[src/rtl/sac_pkg.sv]
// Package for the conversion control block: offsets, fields, timing
package sac_pkg;
  // Register offsets
  localparam logic [2:0] OFS_STATUS_CONTROL = 3'h0;
  localparam logic [2:0] OFS_RESULT_HIGH = 3'h1;
  localparam logic [2:0] OFS_RESULT_LOW = 3'h2;
  localparam logic [2:0] OFS_CLOCK_CONFIG = 3'h3;
  localparam logic [2:0] OFS_CONTROL2 = 3'h4;
  // Status and control fields
  localparam int FLD_COMPLETE = 7;
  localparam int FLD_IRQ_EN = 6;
  localparam int FLD_CONTINUOUS = 5;
  localparam int FLD_CHANNEL_LSB = 0;
  localparam int CHANNEL_WIDTH = 5;
  // Clock config fields
  localparam int FLD_LOW_POWER = 7;
  localparam int FLD_DIV_LSB = 5;
  localparam int FLD_LONG_SAMPLE = 4;
  localparam int FLD_MODE_LSB = 2;
  localparam int FLD_INPUT_CLK = 0;
  // Control2 fields
  localparam int FLD_ASYNC_SEL = 1;
  localparam int FLD_HW_TRIG = 0;
  // Reset values and full scale codes
  localparam logic [7:0] RST_STATUS_CONTROL = 8'h1f;
  localparam logic [7:0] RST_CLOCK_CONFIG = 8'h00;
  localparam logic [7:0] RST_CONTROL2 = 8'h00;
  localparam logic [9:0] RST_RESULT = 10'h000;
  localparam logic [9:0] FULL_SCALE_10 = 10'h3ff;
  localparam logic [9:0] FULL_SCALE_8 = 10'h0ff;
  // Mode codes
  localparam logic [1:0] MODE_8BIT = 2'h0;
  localparam logic [1:0] MODE_10BIT = 2'h1;
  // Timing: conversion lengths in converter clocks, first conversion (subsequent is two less); sync in system clocks, startup in ns
  localparam logic [5:0] CYC_8_SHORT = 6'd18;
  localparam logic [5:0] CYC_8_LONG = 6'd38;
  localparam logic [5:0] CYC_10_SHORT = 6'd21;
  localparam logic [5:0] CYC_10_LONG = 6'd41;
  localparam logic [5:0] CYC_FIRST_EXTRA = 6'd2;
  localparam logic [1:0] BUS_SYNC_CYCLES = 2'd3;
  localparam int ASYNC_STARTUP_NS = 5000;
  localparam int CLK_PERIOD_NS = 8;
  localparam int ASYNC_STARTUP_CYC = (ASYNC_STARTUP_NS + CLK_PERIOD_NS - 1) / CLK_PERIOD_NS;
  // Clock source selection
  typedef enum logic [1:0] {SRC_ALT, SRC_BUS, SRC_ASYNC} sac_src_t;
  // Register bus request
  typedef struct packed {
    logic wr;
    logic rd;
    logic [2:0] addr;
    logic [7:0] wdata;
  } sac_bus_t;
  // Analog core handshake
  typedef struct packed {
    logic [CHANNEL_WIDTH-1:0] channel;
    logic sample_long;
  } sac_core_t;
endpackage

[src/rtl/sac_ctrl.sv]
// Conversion control for a 10-bit successive approximation converter
// Summary of operation
// - Input at or above upper reference gives all ones; at or below lower gives zero.
// - Ten-bit result spans high and low; eight-bit result is rounded into low.
// - Completion is the result transfer; complete flag sets at that transfer.
// - Interrupt raised only if irq enable is high when complete flag sets.
// - Async select picks async clock; else input select picks bus or alternate.
// - Async clock runs only while converting with it; speed follows low power bit.
// - Selected clock is divided by 1, 2, 4 or 8 for converter clock.
// - One input converted at a time, chosen by channel select field.
// - Ten or eight bit mode; long sample and continuous options supported.
// - Write to status control with channel not all ones starts conversion.
// - Hardware trigger select bit is not kept; control2 stores only the async select bit.
// - No hardware trigger exists here; trigger path tied inactive.
// - Continuous mode restarts after each transfer until aborted.
// - Ten-bit mode, high read but low not: transfer blocked, flag not set.
// - A blocked transfer always starts another conversion.
// - Abort on status write, clock config write, reset, or stop without async.
// - Abort keeps last result; reset returns results to reset values.
// - After reset, or an abort that is not also a start, enter inactive low power state at once.
// - Eight-bit short sample: 18 converter clocks first, 16 later.
// - Eight-bit long sample: 38 converter clocks first, 36 later.
// - Ten-bit short sample: 21 converter clocks first, 19 later.
// - Ten-bit long sample: 41 converter clocks first, 39 later.
// - Complete flag sets at every conversion end not blocked, regardless of irq enable.
`timescale 1ns/1ps
`default_nettype none
module sac_ctrl
  import sac_pkg::*;
(
  input wire logic i_clk_sys,
  input wire logic i_sys_rst,
  input wire logic [2:0] i_addr,
  input wire logic [7:0] i_wdata,
  input wire logic i_wr,
  input wire logic i_rd,
  output logic [7:0] o_rdata,
  input wire logic i_stop_mode,
  input wire logic i_clk_alt,
  input wire logic i_clk_async,
  input wire logic [9:0] i_core_result,
  output logic o_irq,
  output logic o_converting,
  output logic o_async_clk_en,
  output logic o_async_low_power,
  output logic o_converter_clock,
  output logic [1:0] o_clk_src,
  output logic [4:0] o_mux_channel,
  output logic o_sample_long
);

  typedef enum logic [1:0] {ST_IDLE, ST_SYNC, ST_CONVERT} sac_state_t;

  sac_state_t state;
  logic [7:0] status_control;
  logic [7:0] clock_config;
  logic [7:0] control2;
  logic [9:0] result;
  logic high_read;
  logic first_conv;
  logic [5:0] converter_clock_count;
  logic [9:0] sync_count;
  logic [2:0] div_count;
  logic [2:0] div_mask;
  logic alt_s1, alt_s2, alt_s3;
  logic asy_s1, asy_s2, asy_s3;
  logic stop_s1, stop_s2;
  logic src_level;
  logic src_rise;
  logic converter_clock_tick;
  logic hw_trigger;
  logic start_sw;
  logic abort;
  logic done;
  logic blocked;
  logic is_10bit;
  logic [9:0] rounded;
  sac_bus_t bus;
  sac_core_t core;
  sac_src_t src;

  // Conversion length in converter clocks
  function automatic logic [5:0] conv_cycles(input logic ten, input logic lng, input logic first);
    logic [5:0] c;
    c = ten ? (lng ? CYC_10_LONG : CYC_10_SHORT) : (lng ? CYC_8_LONG : CYC_8_SHORT);
    return first ? c : c - CYC_FIRST_EXTRA;
  endfunction

  assign bus = '{wr: i_wr, rd: i_rd, addr: i_addr, wdata: i_wdata};
  assign core = '{channel: status_control[FLD_CHANNEL_LSB +: CHANNEL_WIDTH],
    sample_long: clock_config[FLD_LONG_SAMPLE]};
  assign hw_trigger = 1'b0;
  assign is_10bit = clock_config[FLD_MODE_LSB +: 2] == MODE_10BIT;
  assign start_sw = bus.wr && bus.addr == OFS_STATUS_CONTROL
    && bus.wdata[FLD_CHANNEL_LSB +: CHANNEL_WIDTH] != '1;
  // Abort sources
  assign abort = (bus.wr && (bus.addr == OFS_STATUS_CONTROL || bus.addr == OFS_CLOCK_CONFIG))
    || (stop_s2 && !control2[FLD_ASYNC_SEL]);
  assign done = state == ST_CONVERT && converter_clock_tick && converter_clock_count == 6'd1 && !abort;
  assign blocked = done && is_10bit && high_read;
  // Clamp and round to 8 bits in 8-bit mode
  assign rounded = is_10bit ? i_core_result
    : (i_core_result[9:2] == 8'hff ? FULL_SCALE_8
    : {2'b00, i_core_result[9:2] + {7'h00, i_core_result[1]}});

  // Clock source decode
  always_comb
  begin
    if (control2[FLD_ASYNC_SEL])
      src = SRC_ASYNC;
    else if (clock_config[FLD_INPUT_CLK])
      src = SRC_BUS;
    else
      src = SRC_ALT;
  end

  // Source edge detection on synchronised clocks; bus source ticks every cycle
  always_comb
  begin
    unique case (src)
      SRC_ASYNC: src_rise = asy_s2 && !asy_s3;
      SRC_ALT: src_rise = alt_s2 && !alt_s3;
      SRC_BUS: src_rise = 1'b1;
      default: src_rise = 1'b0;
    endcase
    src_level = src_rise;
  end

  // Divider tick
  always_comb
  begin
    div_mask = 3'((4'h1 << clock_config[FLD_DIV_LSB +: 2]) - 4'h1);
    converter_clock_tick = src_level && (div_count & div_mask) == div_mask;
  end

  // Alternate clock synchroniser and edge stage
  always_ff @(posedge i_clk_sys or posedge i_sys_rst)
  begin
    if (i_sys_rst)
    begin
      alt_s1 <= 1'b0;
      alt_s2 <= 1'b0;
      alt_s3 <= 1'b0;
    end
    else
    begin
      alt_s1 <= i_clk_alt;
      alt_s2 <= alt_s1;
      alt_s3 <= alt_s2;
    end
  end

  // Async clock synchroniser and edge stage
  always_ff @(posedge i_clk_sys or posedge i_sys_rst)
  begin
    if (i_sys_rst)
    begin
      asy_s1 <= 1'b0;
      asy_s2 <= 1'b0;
      asy_s3 <= 1'b0;
    end
    else
    begin
      asy_s1 <= i_clk_async;
      asy_s2 <= asy_s1;
      asy_s3 <= asy_s2;
    end
  end

  // Stop mode synchroniser
  always_ff @(posedge i_clk_sys or posedge i_sys_rst)
  begin
    if (i_sys_rst)
    begin
      stop_s1 <= 1'b0;
      stop_s2 <= 1'b0;
    end
    else
    begin
      stop_s1 <= i_stop_mode;
      stop_s2 <= stop_s1;
    end
  end

  // Divider counter
  always_ff @(posedge i_clk_sys or posedge i_sys_rst)
  begin
    if (i_sys_rst)
      div_count <= 3'h0;
    else if (state != ST_CONVERT)
      div_count <= 3'h0;
    else if (src_level)
      div_count <= div_count + 3'h1;
  end

  // Registers written by software
  always_ff @(posedge i_clk_sys or posedge i_sys_rst)
  begin
    if (i_sys_rst)
    begin
      status_control <= RST_STATUS_CONTROL;
      clock_config <= RST_CLOCK_CONFIG;
      control2 <= RST_CONTROL2;
    end
    else
    begin
      if (bus.wr && bus.addr == OFS_CLOCK_CONFIG)
        clock_config <= bus.wdata;
      if (bus.wr && bus.addr == OFS_CONTROL2)
        control2 <= bus.wdata & 8'h02;
      if (bus.wr && bus.addr == OFS_STATUS_CONTROL)
        status_control[6:0] <= bus.wdata[6:0];
      // Set wins over clear
      if (done && !blocked)
        status_control[FLD_COMPLETE] <= 1'b1;
      else if (bus.wr && bus.addr == OFS_STATUS_CONTROL)
        status_control[FLD_COMPLETE] <= 1'b0;
      else if (bus.rd && bus.addr == OFS_RESULT_LOW)
        status_control[FLD_COMPLETE] <= 1'b0;
    end
  end

  // Result registers and read tracking
  always_ff @(posedge i_clk_sys or posedge i_sys_rst)
  begin
    if (i_sys_rst)
    begin
      result <= RST_RESULT;
      high_read <= 1'b0;
    end
    else
    begin
      if (done && !blocked)
        result <= rounded;
      if (bus.rd && bus.addr == OFS_RESULT_HIGH)
        high_read <= 1'b1;
      else if (bus.rd && bus.addr == OFS_RESULT_LOW)
        high_read <= 1'b0;
    end
  end

  // Conversion sequencer
  always_ff @(posedge i_clk_sys or posedge i_sys_rst)
  begin
    if (i_sys_rst)
    begin
      state <= ST_IDLE;
      converter_clock_count <= 6'h0;
      sync_count <= 10'h0;
      first_conv <= 1'b1;
    end
    else if (abort)
    begin
      state <= start_sw ? ST_SYNC : ST_IDLE;
      first_conv <= 1'b1;
      sync_count <= control2[FLD_ASYNC_SEL] && bus.addr == OFS_STATUS_CONTROL
        ? 10'(ASYNC_STARTUP_CYC) + 10'(BUS_SYNC_CYCLES) : 10'(BUS_SYNC_CYCLES);
    end
    else if (hw_trigger && state == ST_IDLE)
    begin
      state <= ST_SYNC;
      sync_count <= 10'(BUS_SYNC_CYCLES);
    end
    else
    begin
      unique case (state)
        ST_IDLE:
        begin
          first_conv <= 1'b1;
        end
        ST_SYNC:
        begin
          if (sync_count <= 10'h1)
          begin
            state <= ST_CONVERT;
            converter_clock_count <= conv_cycles(is_10bit, clock_config[FLD_LONG_SAMPLE], first_conv);
          end
          else
            sync_count <= sync_count - 10'h1;
        end
        ST_CONVERT:
        begin
          if (done)
          begin
            first_conv <= 1'b0;
            if (blocked || status_control[FLD_CONTINUOUS])
              converter_clock_count <= conv_cycles(is_10bit, clock_config[FLD_LONG_SAMPLE], 1'b0);
            else
              state <= ST_IDLE;
          end
          else if (converter_clock_tick)
            converter_clock_count <= converter_clock_count - 6'h1;
        end
        default: state <= ST_IDLE;
      endcase
    end
  end

  // Completion interrupt pulse
  always_ff @(posedge i_clk_sys or posedge i_sys_rst)
  begin
    if (i_sys_rst)
      o_irq <= 1'b0;
    else
      o_irq <= done && !blocked && status_control[FLD_IRQ_EN];
  end

  // Run status towards the analog side
  always_ff @(posedge i_clk_sys or posedge i_sys_rst)
  begin
    if (i_sys_rst)
    begin
      o_converting <= 1'b0;
      o_async_clk_en <= 1'b0;
      o_converter_clock <= 1'b0;
    end
    else
    begin
      o_converting <= state != ST_IDLE && !abort;
      o_async_clk_en <= state != ST_IDLE && !abort && control2[FLD_ASYNC_SEL];
      o_converter_clock <= state == ST_CONVERT && converter_clock_tick && !abort;
    end
  end

  // Configuration mirrors
  always_ff @(posedge i_clk_sys or posedge i_sys_rst)
  begin
    if (i_sys_rst)
    begin
      o_async_low_power <= 1'b0;
      o_clk_src <= 2'h0;
      o_mux_channel <= RST_STATUS_CONTROL[4:0];
      o_sample_long <= 1'b0;
    end
    else
    begin
      o_async_low_power <= clock_config[FLD_LOW_POWER];
      o_clk_src <= 2'(src);
      o_mux_channel <= core.channel;
      o_sample_long <= core.sample_long;
    end
  end

  // Read data, standing one cycle after the strobe
  always_ff @(posedge i_clk_sys or posedge i_sys_rst)
  begin
    if (i_sys_rst)
      o_rdata <= 8'h00;
    else if (bus.rd)
    begin
      unique case (bus.addr)
        OFS_STATUS_CONTROL: o_rdata <= status_control;
        OFS_RESULT_HIGH: o_rdata <= {6'h00, result[9:8]};
        OFS_RESULT_LOW: o_rdata <= result[7:0];
        OFS_CLOCK_CONFIG: o_rdata <= clock_config;
        OFS_CONTROL2: o_rdata <= control2;
        default: o_rdata <= 8'h00;
      endcase
    end
    else
      o_rdata <= 8'h00;
  end

endmodule
`default_nettype wire

[config.mk]
export PLATFORM = sky130hd
export DESIGN_NAME = sac_ctrl
export DESIGN_NICKNAME = d
export VERILOG_FILES = /design/src/rtl/sac_pkg.sv /design/src/rtl/sac_ctrl.sv
export SDC_FILE = /design/constraint.sdc
export NUM_CORES = 1
export LEC_CHECK = 0
export ABC_AREA = 1
export ABC_CLOCK_PERIOD_IN_PS = 2800
export BUFFER_PORTS_ARGS = -buffer_cell sky130_fd_sc_hd__buf_2
export CAP_MARGIN = 20
export CORE_MARGIN = 3
export CORE_UTILIZATION = 60
export CTS_BUF_LIST = sky130_fd_sc_hd__clkbuf_8
export DETAILED_ROUTE_END_ITERATION = 8
export PLACE_DENSITY = 0.82
export RECOVER_POWER = 50
export SYNTH_ARGS = -nofsm -noshare
export SYNTH_HDL_FRONTEND = slang
export SYNTH_SLANG_ARGS = --single-unit
[constraint.sdc]
create_clock -name i_clk_sys -period 2.8 [get_ports i_clk_sys]
set_input_delay 0.56 -clock i_clk_sys [delete_from_list [all_inputs] [get_ports i_clk_sys]]
set_output_delay 0.56 -clock i_clk_sys [all_outputs]
set_load 0.03 [all_outputs]
==> flow_summary_export.csv <==
group,metric,value,unit
run_status,status,"complete, no violations",
sta,fin_worst_skew,0.00677,ns
clock_tree,clk_latency,0.35,ns
global_route,grt_max_degree,30,
floorplanning,dieArea,0.00744,mm²
layout,n_antenna_cell,0,
routing,viasPerCell,5.45,
synthesis,synth_cell_types,36,
sta,slew_violations,0,
layout,syn_to_final_growth,14.3,%
routing,vias,3156,
routing,remaining_drc_errors,0,
clock_tree,path_clk_slew,0.08,ns
clock_tree,root_buffer,"clkbuf_8",
global_route,grt_overflow,0,
layout,num-fill-cells,456,
floorplanning,initial_core_util,63.7,%
sta,period_share,77.5,%
worst_setup_path,end_kind,"asynchronous set/reset pin",
synthesis,synth-seq-cells,79,
worst_setup_path,start_kind,"input port",
power_and_ir_drop,power.leakage,2.21,nW
job,cap_violations,0,
sta,rsz0062_at_grt,"no",
synthesis,postSynthAreaPerCell,8.70,µm²
routing,dr.pass1.iters,6,
synthesis,synth_nets,484,
worst_setup_path,crit_type,"input port to asynchronous set/reset pin",
routing,postRouteAntennaNets,0,
worst_setup_path,path_buf_inv,3,
clock_tree,htree_levels,3,
layout,nets,539,
synthesis,syn_inst,444,
sta,worst_slew_margin_rel,14.0,%
clock_tree,cts_tree,"yes",
sta,hold_violations,0,
clock_tree,cts-hold-fix-buffers,0,
global_route,first_global_vias,2992,
power_and_ir_drop,ir_worst_vdd,0.000576,V
clock_tree,cts_buffers,9,
sta,fin_crit,2.17,ns
power_and_ir_drop,powerDensity,847,mW/mm²
clock_tree,cts.sinks,79,
routing,drtIter0Drc,252,
synthesis,synth-edff-count,0,
synthesis,ys_warn_count,0,
global_route,track_usage,24.2,%
worst_setup_path,slowest_delay,1.02,ns
worst_setup_path,cpLargestDelayFamily,"buffers and inverters",
synthesis,synthFlopType,"dfrtp_1",
sta,tightest_slew,1.29,ns
placed_design,gp_congestion,0.905,
hold_path,hold_path.class,"input port to register",
placed_design,dp_hpwl,6070,µm
clock_tree,clk_path_buf_depth,2,
layout,design_area,0.00441,mm²
clock_tree,post_cts_buffers,0,
floorplanning,coreArea,0.00606,mm²
synthesis,synth-async-reset-ratio,100,%
routing,wire_per_inst,14.2,µm
floorplanning,die_width,86.2,µm
placed_design,place_area,0.00418,mm²
sta,fin_setup_tns,0,ns
floorplanning,row_count,28,
placed_design,port_buffers,48,
worst_setup_path,crit_required,3.06,ns
clock_tree,cts_resized,0,
worst_setup_path,cp.arrival,2.43,ns
worst_setup_path,path_cells,"buf_2 -> inv_1 -> clkbuf_1",
layout,layout-drive-gt1-share,17.3,%
global_route,antenna_found_initial,0,
floorplanning,fp.dieH,86.2,µm
synthesis,syn_area,0.00386,mm²
sta,timing.fmax,461,MHz
sta,finalSetupViolCount,0,
routing,routed_wl,8220,µm
worst_setup_path,slowest_stage,"clkbuf_1",
global_route,grt_first_pass_wirelength,14000,µm
synthesis,ys_seq_area_share,51.5,%
floorplanning,io_pins,49,
worst_setup_path,crit_path_max_fanout,29,
-- area by class of cell --
type                    count  area [µm²]  area share (%)
repair buffers             50         249            5.64
inverters                  65         249            5.64
well taps                  75        93.8            2.13
clock buffers               9         124            2.81
multi-input cells         294        1590            36.1
clock inverters             7         114            2.58
flip-flops and latches     79        1990            45.1
-- registers in the layout, indices dropped and copies added, names as in the netlist, 2 cells and up --
register / count
status_control: 8
result: 10
converter_clock_count: 6
o_clk_src: 2
o_mux_channel: 5
state: 2
o_rdata: 8
sync_count: 10
div_count: 3
clock_config: 8
-- kinds of logic (layout without fill, tap and decap cells) --
family          count (synthesis)  count (layout)  synth area share, %
xor+xnor                       13              13                 2.95
fa+ha+maj                      12              12                 3.89
flops                          79              79                 51.5
buf+inv                        71             131                 7.16
simple gates                  179             179                 21.0
compound gates                 90              90                 13.5
-- Yosys cell counts, types with 6 or more instances --
library cell  count  area [µm²]
nand2_1          98         368
dfrtp_1          68        1700
inv_1            61         229
nor2_1           36         135
o21ai_0          35         175
nand3_1          21         105
a21oi_1          19        95.1
o21ai_1          13        65.1
o22ai_1          13        81.3
ha_1             12         150
dfstp_2          11         289
nand4_1           7        43.8
xnor2_1           7        61.3
xor2_1            6        52.6
-- layer usage --
metal	part of all wire, %	track usage, %	vias up
met5	0	0	-
met4	1.4	8.36	0
met3	6.6	5.80	11
met2	46	38.2	103
met1	46	33.3	1493
li1	-	-	1549
-- placed cells by master (no fill, tap or decap), drive strengths merged, types with 2 or more instances in the layout --
cell type,synthesis,layout
nand3,24,24
xnor2,7,7
clkbuf,2,11
dfrtp,68,68
inv,65,67
a22oi,2,2
nand2,103,103
ha,12,12
nand4,7,7
buf,4,48
a21oi,19,19
bufinv,0,3
xor2,6,6
o21ai,49,49
o22ai,13,13
nor3,5,5
nor2,39,39
dfstp,11,11
-- path summary, 6_finish.rpt --
check,startpoint,to,slack (ns),cells after the start
min in group asynchronous,i_sys_rst,o_async_low_power,0.45,2
setup reg to reg,state[0],converter_clock_count[2],0.67,9
max in group i_clk_sys,state[0],converter_clock_count[2],0.67,9
hold reg to reg,asy_s1,asy_s2,0.36,0
hold / removal,i_clk_async,asy_s1,0.31,1
setup / recovery,i_sys_rst,converter_clock_count[2],0.63,3
-- through the flow --
| step | total power, mW | hold slack (ns) | setup slack, ns | instances | util [%] |
|---|---|---|---|---|---|
| after floorplan | 2.45 | 0.331 | 0.235 | 444 | - |
| after global placement | 2.70 | 0.334 | 0.704 | 563 | 69.0 |
| after detailed placement | 2.75 | 0.342 | 0.649 | 563 | 69.0 |
| after CTS | 3.76 | 0.261 | 0.667 | 579 | 73.0 |
| after global routing | 4.00 | 0.302 | 0.213 | 579 | 72.8 |
| final | 3.74 | 0.313 | 0.630 | 579 | 72.8 |
-- report_power, final --
| group | internal [mW] | switching (mW) |
|---|---|---|
| Sequential | 1.38 | 0.167 |
| Combinational | 0.424 | 0.772 |
| Clock | 0.587 | 0.414 |
-- worst reg2reg max path: cells and delay by family, from the launching register on --
kind / cells / cell delay (ns)
buffers and inverters: 2 / 0.35
adders and majority gates: 1 / 0.40
AOI/OAI and AO/OA: 1 / 0.24
DFF: 1 / 0.41
and+or+nand+nor: 5 / 0.64
(Power assumes the default switching activity.)
